**src/design/resid_ov_defs.vh**
```
// Constants of the residual overvoltage function: offsets, fields, resets, timing
`ifndef RESID_OV_DEFS_VH
`define RESID_OV_DEFS_VH
// ----------------------------------------
// Register byte offsets
// ----------------------------------------
`define ROV_CTRL_OFF 12'h000
`define ROV_PICKUP_OFF 12'h004
`define ROV_DELAY_OFF 12'h008
`define ROV_MEAS_OFF 12'h00c
`define ROV_STATUS_OFF 12'h010
// ----------------------------------------
// Field positions
// ----------------------------------------
`define ROV_CTRL_OPER_BIT 0
`define ROV_CTRL_SONLY_BIT 1
`define ROV_STAT_START_BIT 0
`define ROV_STAT_TRIP_BIT 1
`define ROV_STAT_BLOCK_BIT 2
// ----------------------------------------
// Reset values and limits
// ----------------------------------------
`define ROV_OPER_RST 1'b1
`define ROV_SONLY_RST 1'b0
`define ROV_PICKUP_RST 7'h1e
`define ROV_PICKUP_MIN 7'h02
`define ROV_PICKUP_MAX 7'h3c
`define ROV_DELAY_RST 16'h0064
`define ROV_DELAY_MAX 16'hea60
// ----------------------------------------
// Timing
// ----------------------------------------
`define ROV_CLK_HZ 125000000
`define ROV_TICK_MS 1
`define ROV_TICK_CYCLES (`ROV_CLK_HZ / 1000 * `ROV_TICK_MS)
`endif
```
**src/design/ms_tick.v**
```verilog
// Millisecond tick generator
`timescale 1ns/1ps
module ms_tick #(
    parameter CYCLES = 125000
) (
    input wire clk_sys,
    input wire sys_rst,
    output reg tick_r
);
    reg [16:0] cnt_r;
    always @(posedge clk_sys) begin
        if (sys_rst) begin
            cnt_r <= 17'h00000;
            tick_r <= 1'b0;
        end else if (cnt_r == CYCLES[16:0] - 17'h00001) begin
            cnt_r <= 17'h00000;
            tick_r <= 1'b1;
        end else begin
            cnt_r <= cnt_r + 17'h00001;
            tick_r <= 1'b0;
        end
    end
endmodule

```
**src/design/resid_ov.v**
```verilog
// Residual definite-time overvoltage function with APB registers
// Notes on behaviour
// - Measure residual voltage fundamental RMS input
// - Start while measurement exceeds pickup; time
// - Pickup percent 2 to 60, default 30
// - Delay 0 to 60000 ms, default 100
// - Operation Off suppresses start and trip
// - Start-only setting withholds the trip
// - Decision combines flags with settings
// - External block input disables the function
// - General start and trip outputs
// - Start-only zero allows trip generation
//
// Added by the designer: the APB interface to the registers and the address map.
`timescale 1ns/1ps
`include "resid_ov_defs.vh"
module resid_ov #(
    parameter TICK_CYCLES = `ROV_TICK_CYCLES
) (
    input wire clk_sys,
    input wire sys_rst,
    input wire psel,
    input wire penable,
    input wire pwrite,
    input wire [11:0] paddr,
    input wire [31:0] pwdata,
    input wire [3:0] pstrb,
    output wire pready,
    output reg [31:0] prdata,
    output wire pslverr,
    input wire [6:0] residual_fundamental_rms,
    input wire block_input,
    output reg general_start_out,
    output reg general_trip_out
);
    // ----------------------------------------
    // Settings registers and internal state
    // ----------------------------------------
    reg operation_setting_r;
    reg start_only_setting_r;
    reg [6:0] pickup_level_setting_r;
    reg [15:0] delay_setting_r;
    reg [6:0] meas_s1_r;
    reg [6:0] meas_r;
    reg blk_s1_r;
    reg blk_r;
    reg start_flag;
    reg trip_flag;
    reg [15:0] elapsed_r;
    wire tick;
    wire wr_en;
    wire rd_en;
    wire addr_ok;
    wire enabled;
    wire over;

    function is_mapped;
        input [11:0] a;
        begin
            is_mapped = (a == `ROV_CTRL_OFF) || (a == `ROV_PICKUP_OFF) || (a == `ROV_DELAY_OFF) ||
                        (a == `ROV_MEAS_OFF) || (a == `ROV_STATUS_OFF);
        end
    endfunction

    // ----------------------------------------
    // APB slave
    // ----------------------------------------
    assign pready = 1'b1;
    assign addr_ok = is_mapped(paddr);
    assign pslverr = psel & penable & ~addr_ok;
    assign wr_en = psel & penable & pwrite & addr_ok;
    assign rd_en = psel & ~penable & ~pwrite;

    always @(posedge clk_sys) begin
        if (sys_rst) begin
            operation_setting_r <= `ROV_OPER_RST;
            start_only_setting_r <= `ROV_SONLY_RST;
            pickup_level_setting_r <= `ROV_PICKUP_RST;
            delay_setting_r <= `ROV_DELAY_RST;
        end else if (wr_en) begin
            if (paddr == `ROV_CTRL_OFF && pstrb[0]) begin
                operation_setting_r <= pwdata[`ROV_CTRL_OPER_BIT];
                start_only_setting_r <= pwdata[`ROV_CTRL_SONLY_BIT];
            end
            if (paddr == `ROV_PICKUP_OFF && pstrb[0]) begin
                if (pwdata[6:0] < `ROV_PICKUP_MIN)
                    pickup_level_setting_r <= `ROV_PICKUP_MIN;
                else if (pwdata[6:0] > `ROV_PICKUP_MAX || pwdata[31:7] != 25'h0000000)
                    pickup_level_setting_r <= `ROV_PICKUP_MAX;
                else
                    pickup_level_setting_r <= pwdata[6:0];
            end
            if (paddr == `ROV_DELAY_OFF && pstrb[1:0] == 2'b11) begin
                if (pwdata[15:0] > `ROV_DELAY_MAX || pwdata[31:16] != 16'h0000)
                    delay_setting_r <= `ROV_DELAY_MAX;
                else
                    delay_setting_r <= pwdata[15:0];
            end
        end
    end

    // Read data latched in setup so it is stable through access
    always @(posedge clk_sys) begin
        if (sys_rst) begin
            prdata <= 32'h00000000;
        end else if (rd_en) begin
            case (paddr)
                `ROV_CTRL_OFF: prdata <= {30'h00000000, start_only_setting_r, operation_setting_r};
                `ROV_PICKUP_OFF: prdata <= {25'h0000000, pickup_level_setting_r};
                `ROV_DELAY_OFF: prdata <= {16'h0000, delay_setting_r};
                `ROV_MEAS_OFF: prdata <= {25'h0000000, meas_r};
                `ROV_STATUS_OFF: prdata <= {29'h00000000, blk_r, trip_flag, start_flag};
                default: prdata <= 32'h00000000;
            endcase
        end
    end

    // ----------------------------------------
    // Input synchronisers
    // ----------------------------------------
    // sample measured residual RMS
    always @(posedge clk_sys) begin
        if (sys_rst) begin
            meas_s1_r <= 7'h00;
            meas_r <= 7'h00;
            blk_s1_r <= 1'b0;
            blk_r <= 1'b0;
        end else begin
            meas_s1_r <= residual_fundamental_rms;
            meas_r <= meas_s1_r;
            blk_s1_r <= block_input;
            blk_r <= blk_s1_r;
        end
    end

    // ----------------------------------------
    // Characteristic and timer
    // ----------------------------------------
    // millisecond time base
    ms_tick #(
        .CYCLES(TICK_CYCLES)
    ) u_tick (
        .clk_sys(clk_sys),
        .sys_rst(sys_rst),
        .tick_r(tick)
    );

    assign enabled = operation_setting_r & ~blk_r;
    assign over = meas_r > pickup_level_setting_r;

    // Bits of a multibit bus may skew through the synchroniser; nothing absorbs it, start_flag sets on the first cycle that over is true
    always @(posedge clk_sys) begin
        if (sys_rst) begin
            start_flag <= 1'b0;
            trip_flag <= 1'b0;
            elapsed_r <= 16'h0000;
        end else if (!(enabled && over)) begin
            start_flag <= 1'b0;
            trip_flag <= 1'b0;
            elapsed_r <= 16'h0000;
        end else begin
            start_flag <= 1'b1;
            // trip once delay elapsed
            // Trip waits for start, so a zero delay still trips one cycle after start
            if (start_flag && elapsed_r >= delay_setting_r)
                trip_flag <= 1'b1;
            if (tick && start_flag && elapsed_r != 16'hffff)
                elapsed_r <= elapsed_r + 16'h0001;
        end
    end

    // ----------------------------------------
    // Decision logic
    // ----------------------------------------
    // combine flags and settings
    always @(posedge clk_sys) begin
        if (sys_rst) begin
            general_start_out <= 1'b0;
            general_trip_out <= 1'b0;
        end else begin
            general_start_out <= start_flag & enabled & over;
            general_trip_out <= trip_flag & ~start_only_setting_r & enabled & over;
        end
    end
endmodule

```
**config.mk**
```make
export PLATFORM = sky130hd
export DESIGN_NAME = resid_ov
export DESIGN_NICKNAME = d
export VERILOG_FILES = /design/src/design/ms_tick.v /design/src/design/resid_ov.v
export VERILOG_INCLUDE_DIRS = /design/src /design/src/design
export SDC_FILE = /design/constraint.sdc
export NUM_CORES = 1
export LEC_CHECK = 0
export BUFFER_PORTS_ARGS = -buffer_cell sky130_fd_sc_hd__buf_2
export CAP_MARGIN = 10
export CELL_PAD_IN_SITES_DETAIL_PLACEMENT = 0
export CELL_PAD_IN_SITES_GLOBAL_PLACEMENT = 2
export CORE_MARGIN = 5
export CORE_UTILIZATION = 26
export DETAILED_ROUTE_END_ITERATION = 7
export PLACE_DENSITY_LB_ADDON = 0.3
export SYNTH_ARGS = -nofsm -noshare
export SYNTH_HDL_FRONTEND = slang
export SYNTH_SLANG_ARGS = --single-unit
```
**constraint.sdc**
```tcl
create_clock -name clk_sys -period 3.7 [get_ports clk_sys]
set_input_delay 0.555 -clock clk_sys [delete_from_list [all_inputs] [get_ports clk_sys]]
set_output_delay 0.555 -clock clk_sys [all_outputs]
set_load 0.01 [all_outputs]
```
==> flow_metrics.env, run 1 <==
export IMPL_ctsHoldBuffers=0
export IMPL_overflow=0
export IMPL_power_density_mw_per_mm2=386
export IMPL_yosys_warnings=0
export IMPL_cts_buffers=9
export IMPL_maxCapViolCount=0
export IMPL_utilization_pct=31.0
export IMPL_r2r_start="pickup_level_setting_r[1]"
export IMPL_route_detailed_vias_per_inst=4.62
export IMPL_max_freq_mhz=451
export IMPL_finalWirelength_um=12100
export IMPL_timing_rr_end="general_trip_out"
export IMPL_drt_initial_drc_count=133
export IMPL_path_class="register to register"
export IMPL_dp_cells=811
export IMPL_finalHoldViolCount=0
export IMPL_io_pins=97
export IMPL_dr_total_vias=3829
export IMPL_whs_endpoint="meas_s1_r[2]"
export IMPL_fin_crit_sh_pct=59.9
export IMPL_min_from="residual_fundamental_rms[2]"
export IMPL_core_area_mm2=0.0178
export IMPL_power_leakage_uw=0.00216
export IMPL_setup_slack_ps=1490
export IMPL_status="finished, final reports clean"
export IMPL_io_buffers=77
export IMPL_pre_cts_ws_ps=1220
export IMPL_synth_edf_count=0
export IMPL_rows=49
export IMPL_ctsHtreeMaxLevel=3
export IMPL_initial_core_util_pct=26.2
export IMPL_ys_types=59
export IMPL_synth_area_mm2=0.00465
export IMPL_ys_seq_area_share_pct=40.9
export IMPL_grtUsageTotal_pct=12.2
export IMPL_layout_nets=679
export IMPL_critPathLaunch="pickup_level_setting_r[1]"
export IMPL_vdd_drop_max_v=0.000273
export IMPL_crit_fanout=20
export IMPL_setup_violations=0
export IMPL_grt_pass1_vias=3799
export IMPL_grt_max_degree=33
export IMPL_place_hpwl_um=9340
export IMPL_syn_area_per_cell_um2=8.92
export IMPL_gp_congestion=0.792
export IMPL_fin_crit_ps=2210
export IMPL_layout_drive_gt1_share_pct=18.7
export IMPL_clk_pin_slew_ps=70
export IMPL_synth_ff_type="dfxtp_1"
export IMPL_worst_slew_pin_slew_ps=953
export IMPL_synthToLayoutAreaGrowth_pct=18.6
export IMPL_fill_cells=1924
export IMPL_grt_pass1_wl_um=19700
export IMPL_hold_depth=2
export IMPL_ys_ff_latch=95
export IMPL_hold_class="input pin to register"
export IMPL_slew_viol_final=0
export IMPL_firstDrtPassIters=4
export IMPL_multi_input_area_mm2=0.00248
export IMPL_cp_arrival_ps=2400
export IMPL_start_kind="register"
export IMPL_cts_path_max_buffers=2
export IMPL_root_buffer="clkbuf_16"
export IMPL_clock_sinks=95
export IMPL_end_kind="register"
export IMPL_drc=0
export IMPL_cp_data_required_time_ps=3880
export IMPL_die_area_mm2=0.0207
export IMPL_rrSetupSlack_ps=1490
export IMPL_cts_setup_buffers=0
export IMPL_tritoncts="done"
export IMPL_reg2reg_depth=7
export IMPL_report_power_total_uw=2130
export IMPL_clock_latency_ps=350
export IMPL_regArea_mm2=0.00190
export IMPL_ant_nets=0
export IMPL_die_w_um=144
export IMPL_fin_worst_skew_ps=7.60
export IMPL_rsz0062_at_grt="no"
export IMPL_antenna_found_initial=2
export IMPL_die_y_um=144
export IMPL_fin_cells=828
export IMPL_avgRoutedWirePerCell_um=14.6
export IMPL_async_flop_share_pct=0
export IMPL_synth_cells=521
export IMPL_finalSetupTns_ps=0
export IMPL_cts_resized=0
export IMPL_slew_headroom_pct=36.5
## area by class of cell
| type | count | area share (%) |
|---|---|---|
| clock inverter | 7 | 1.47 |
| antenna | 1 | 0.0454 |
| tap | 229 | 5.19 |
| inverter | 37 | 2.52 |
| timing repair buffer | 79 | 7.26 |
| clock buffer | 9 | 4.08 |
| multi-input combinational | 371 | 45.0 |
| sequential | 95 | 34.5 |
## critical path, stage by stage, from the launching register on
cell and delay (ps):
dfxtp_1 360, inv_1 60, ha_1 290, nor2b_1 130, o21ai_0 140, a21oi_1 120
o31ai_4 810, nor3b_1 140
## metrics by stage
| stage | area [um^2] | hold WS, ps |
|---|---|---|
| global placement | 5210 | 421 |
| global route | 5520 | 402 |
| floorplan | 4710 | 414 |
| CTS | 5510 | 387 |
| detailed placement | 5210 | 423 |
| finish | 5520 | 412 |
## how the worst max path moves through the flow
stage / slack [ps] / end / cells past startpoint
2_1_floorplan: 1640 / delay_setting_r[11] / 5
3_3_place_gp: 1260 / delay_setting_r[6] / 6
3_5_place_dp: 1220 / delay_setting_r[5] / 6
4_1_cts: 1420 / general_trip_out / 7
5_1_grt: 1310 / general_trip_out / 7
6_report: 1490 / general_trip_out / 7
## report_power, final
| group | internal [uW] | switching, uW | total, uW |
|---|---|---|---|
| Clock | 533 | 432 | 964 |
| Combinational | 48.7 | 77.1 | 126 |
| Sequential | 1030 | 5.81 | 1040 |
| Total | 1610 | 514 | 2130 |
## synthesized netlist by cell type (4+ instances only)
library cell	number	area share [%]
a211oi_1	7	1.1
a21oi_1	16	1.7
a22o_1	7	1.3
a22oi_1	18	2.9
buf_4	17	2.7
clkbuf_1	10	0.81
dfxtp_1	95	41
ha_1	25	6.7
inv_1	37	3.0
mux2_2	5	1.2
mux2i_1	5	1.1
nand2_1	27	2.2
nand3_1	16	1.7
nand4_1	16	2.2
nor2_1	68	5.5
nor2b_1	19	2.6
nor3_1	15	1.6
nor3b_1	5	0.81
nor4_1	11	1.5
o21a_1	4	0.65
o21ai_0	10	1.1
or3_1	5	0.67
xnor2_1	11	2.1
xor2_1	16	3.0
## per-layer routing
layer / part of all wire (%) / track usage [%]
met5: 0.058 / 0
met4: 2.3 / 4.41
met2: 45 / 19.2
met1: 47 / 16.0
met3: 5.7 / 3.33
## state kept, by name, indices dropped and copies added, names as in the netlist
name / flops
u_tick.cnt_r: 17
delay_setting_r: 16
elapsed_r: 16
prdata: 16
meas_r: 7
meas_s1_r: 7
pickup_level_setting_r: 7
blk_r: 1
blk_s1_r: 1
general_start_out: 1
general_trip_out: 1
operation_setting_r: 1
start_flag: 1
start_only_setting_r: 1
trip_flag: 1
u_tick.tick_r: 1
## layout by cell type (no fill, tap or decap), types with 2 or more instances in the layout
cell type  synthesis  layout
nand3_1           16      16
clkbuf_16          0       9
and2_1             2       2
nand4_1           16      16
o221ai_1           3       3
buf_2              2      77
o21a_1             4       4
nor3_2             3       3
clkinv_4           0       3
mux2_2             5       5
a31oi_1            2       2
o2111ai_1          3       3
inv_1             37      37
o31ai_1            3       2
and3_1             3       3
nor4_1            11      11
a22o_1             7       7
o211ai_1           2       2
nor3b_1            5       5
o211a_1            2       2
nor3_1            15      15
nor2_1            68      68
ha_1              25      25
or3_1              5       5
xnor2_1           11      11
buf_4             17       2
dfxtp_1           95      95
xor2_1            16      16
o21ai_0           10      10
conb_1             2      17
inv_6              0       2
mux4_2             2       2
a22oi_1           18      18
and4_1             3       3
nor4b_1            2       2
nand2_1           27      27
mux2i_1            5       5
a211oi_1           7       7
a21oi_1           16      16
nor2b_1           19      19
## cell families after synthesis
group,count (synthesis),share of synthesized area [%]
simple gates,206,23.9
flops,95,40.9
compound gates,84,12.7
buf+inv,70,7.27
xor+xnor,27,5.09
fa+ha+maj,25,6.73
mux,12,3.26
other cells,2,0.162
Note: power is estimated with default switching activity, not from simulation.
==> run 2: changes to the inputs <==
==> constraint.sdc (replaced) <==
create_clock -name clk_sys -period 2 [get_ports clk_sys]
set_input_delay 0.3 -clock clk_sys [delete_from_list [all_inputs] [get_ports clk_sys]]
set_output_delay 0.3 -clock clk_sys [all_outputs]
set_load 0.01 [all_outputs]
==> run 2 against run 1 <==
  * Critical path depth did not move
  * Hold slack got worse by 260 ps
  * Sequential power rose by 85%
  * Largest power group is now clock
  * Combinational power rose by 98%
  * First-iteration DRC count rose by 45%
  * Critical endpoint is now elapsed_r[14]
  * Fmax rose by 19%
==> flow_metrics.env, run 2 (synthesized netlist as in run 1, its figures left out) <==
export IMPL_clk_pin_slew_ps=70
export IMPL_vdd_drop_max_v=0.000412
export IMPL_cp_arrival_ps=2110
export IMPL_drt_initial_drc_count=193
export IMPL_grt_pass1_wl_um=19600
export IMPL_clock_sinks=95
export IMPL_grtUsageTotal_pct=12.2
export IMPL_root_buffer="clkbuf_16"
export IMPL_ctsHoldBuffers=0
export IMPL_p_sw_share_pct=21.8
export IMPL_largest_reg_flops=17
export IMPL_synthToLayoutAreaGrowth_pct=24.0
export IMPL_final_cell_area_mm2=0.00576
export IMPL_crit_fanout=7
export IMPL_avgRoutedWirePerCell_um=14.5
export IMPL_path_class="register to register"
export IMPL_clock_latency_ps=350
export IMPL_die_y_um=144
export IMPL_p_seq_share_pct=46.1
export IMPL_power_leakage_uw=0.00231
export IMPL_fin_worst_skew_ps=7.13
export IMPL_initial_core_util_pct=26.2
export IMPL_fill_cells=1905
export IMPL_fin_crit_ps=1860
export IMPL_end_kind="register"
export IMPL_grt_pass1_vias=3794
export IMPL_p_switching_uw=910
export IMPL_power_density_mw_per_mm2=724
export IMPL_ctsHtreeMaxLevel=3
export IMPL_utilization_pct=32.4
export IMPL_maxCapViolCount=0
export IMPL_finalHoldViolCount=0
export IMPL_tritoncts="done"
export IMPL_internal_power_uw=3270
export IMPL_firstDrtPassIters=5
export IMPL_overflow=0
export IMPL_dp_cells=834
export IMPL_setup_violations=0
export IMPL_route_detailed_vias_per_inst=4.54
export IMPL_cts_buffers=9
export IMPL_die_w_um=144
export IMPL_layout_nets=702
export IMPL_cts_path_max_buffers=2
export IMPL_rsz0062_at_grt="no"
export IMPL_combinationalPowerShare_pct=6.0
export IMPL_clkPwrFrac_pct=47.9
export IMPL_hold_class="input pin to register"
export IMPL_fin_cells=852
export IMPL_die_area_mm2=0.0207
export IMPL_place_area_mm2=0.00537
export IMPL_core_area_mm2=0.0178
export IMPL_gp_congestion=0.813
export IMPL_antenna_found_initial=3
export IMPL_rows=49
export IMPL_ant_nets=0
export IMPL_mostFrequentLayoutCell="dfxtp_1"
export IMPL_drc=0
export IMPL_largest_register="u_tick.cnt_r"
export IMPL_io_pins=97
export IMPL_slew_viol_final=0
export IMPL_cp_data_required_time_ps=2240
export IMPL_place_hpwl_um=9620
export IMPL_fin_crit_sh_pct=93.1
export IMPL_status="finished, final reports clean"
export IMPL_layout_drive_gt1_share_pct=22.4
export IMPL_layout_common_cells="dfxtp_1 (95), buf_2 (77), nor2_1 (68)"
export IMPL_finalWirelength_um=12400
export IMPL_io_buffers=77
export IMPL_dr_total_vias=3867
export IMPL_max_freq_mhz=537
export IMPL_grt_max_degree=26
export IMPL_start_kind="register"
[run 2: critical path, cell delays in order (launching register included)]
cell     delay [ps]
dfxtp_1         400
ha_1            210
nand3_1         120
buf_4           190
nor4_1          450
nand4_1         170
xor2_1          160
nor2_1           50
[run 2: cell type report]
class                           instances  area, um^2  area share [%]
Antenna cell                            2        5.00          0.0868
Clock buffer                           10         239            4.15
Clock inverter                          6         108            1.87
Inverter                               37         139            2.41
Multi-Input combinational cell        371        2510            43.5
Sequential cell                        95        1900            33.0
Tap cell                              229         287            4.97
Timing Repair Buffer                  102         577            10.0
[run 2: metal layers]
layer	GRT usage [%]	part of all wire [%]	vias to the layer above
met5	0	0.16	-
met1	15.8	47	1765
met4	5.65	2.8	2
met2	18.8	45	77
li1	-	-	2001
met3	3.36	5.5	22
[run 2: stage by stage]
stage	TNS, ps	power, uW	setup slack (ps)	hold slack (ps)
after floorplan	0	2110	193	414
after detailed placement	-37.4	2210	-26.4	421
final	0	4180	138	156
after CTS	0	4240	44.2	143
after global routing	0	4350	25.1	149
after global placement	-66.8	2210	-34.2	418
[run 2: path summary, 6_finish.rpt]
path                                 endpoint  slack, ps  depth (start not counted)         start
worst max-delay path            elapsed_r[14]        140                          7  elapsed_r[1]
worst min-delay path                 blk_s1_r        160                          2   block_input
worst max register to register  elapsed_r[14]        140                          7  elapsed_r[1]
worst min register to register      meas_r[5]        430                          1  meas_s1_r[5]
[run 2: power by group through the flow]
stage | clock network, uW | logic, uW | registers [uW]
global route | 2140 | 279 | 1920
finish | 2000 | 250 | 1920
CTS | 2070 | 247 | 1920
global placement | 0 | 242 | 1970
floorplan | 0 | 149 | 1960
detailed placement | 0 | 246 | 1970
[run 2: timing repair]
item,4_1_cts,5_1_grt
setup buffers,0,0
setup endpoints to repair,0,18
hold endpoints to repair,0,0
resized for setup,0,6
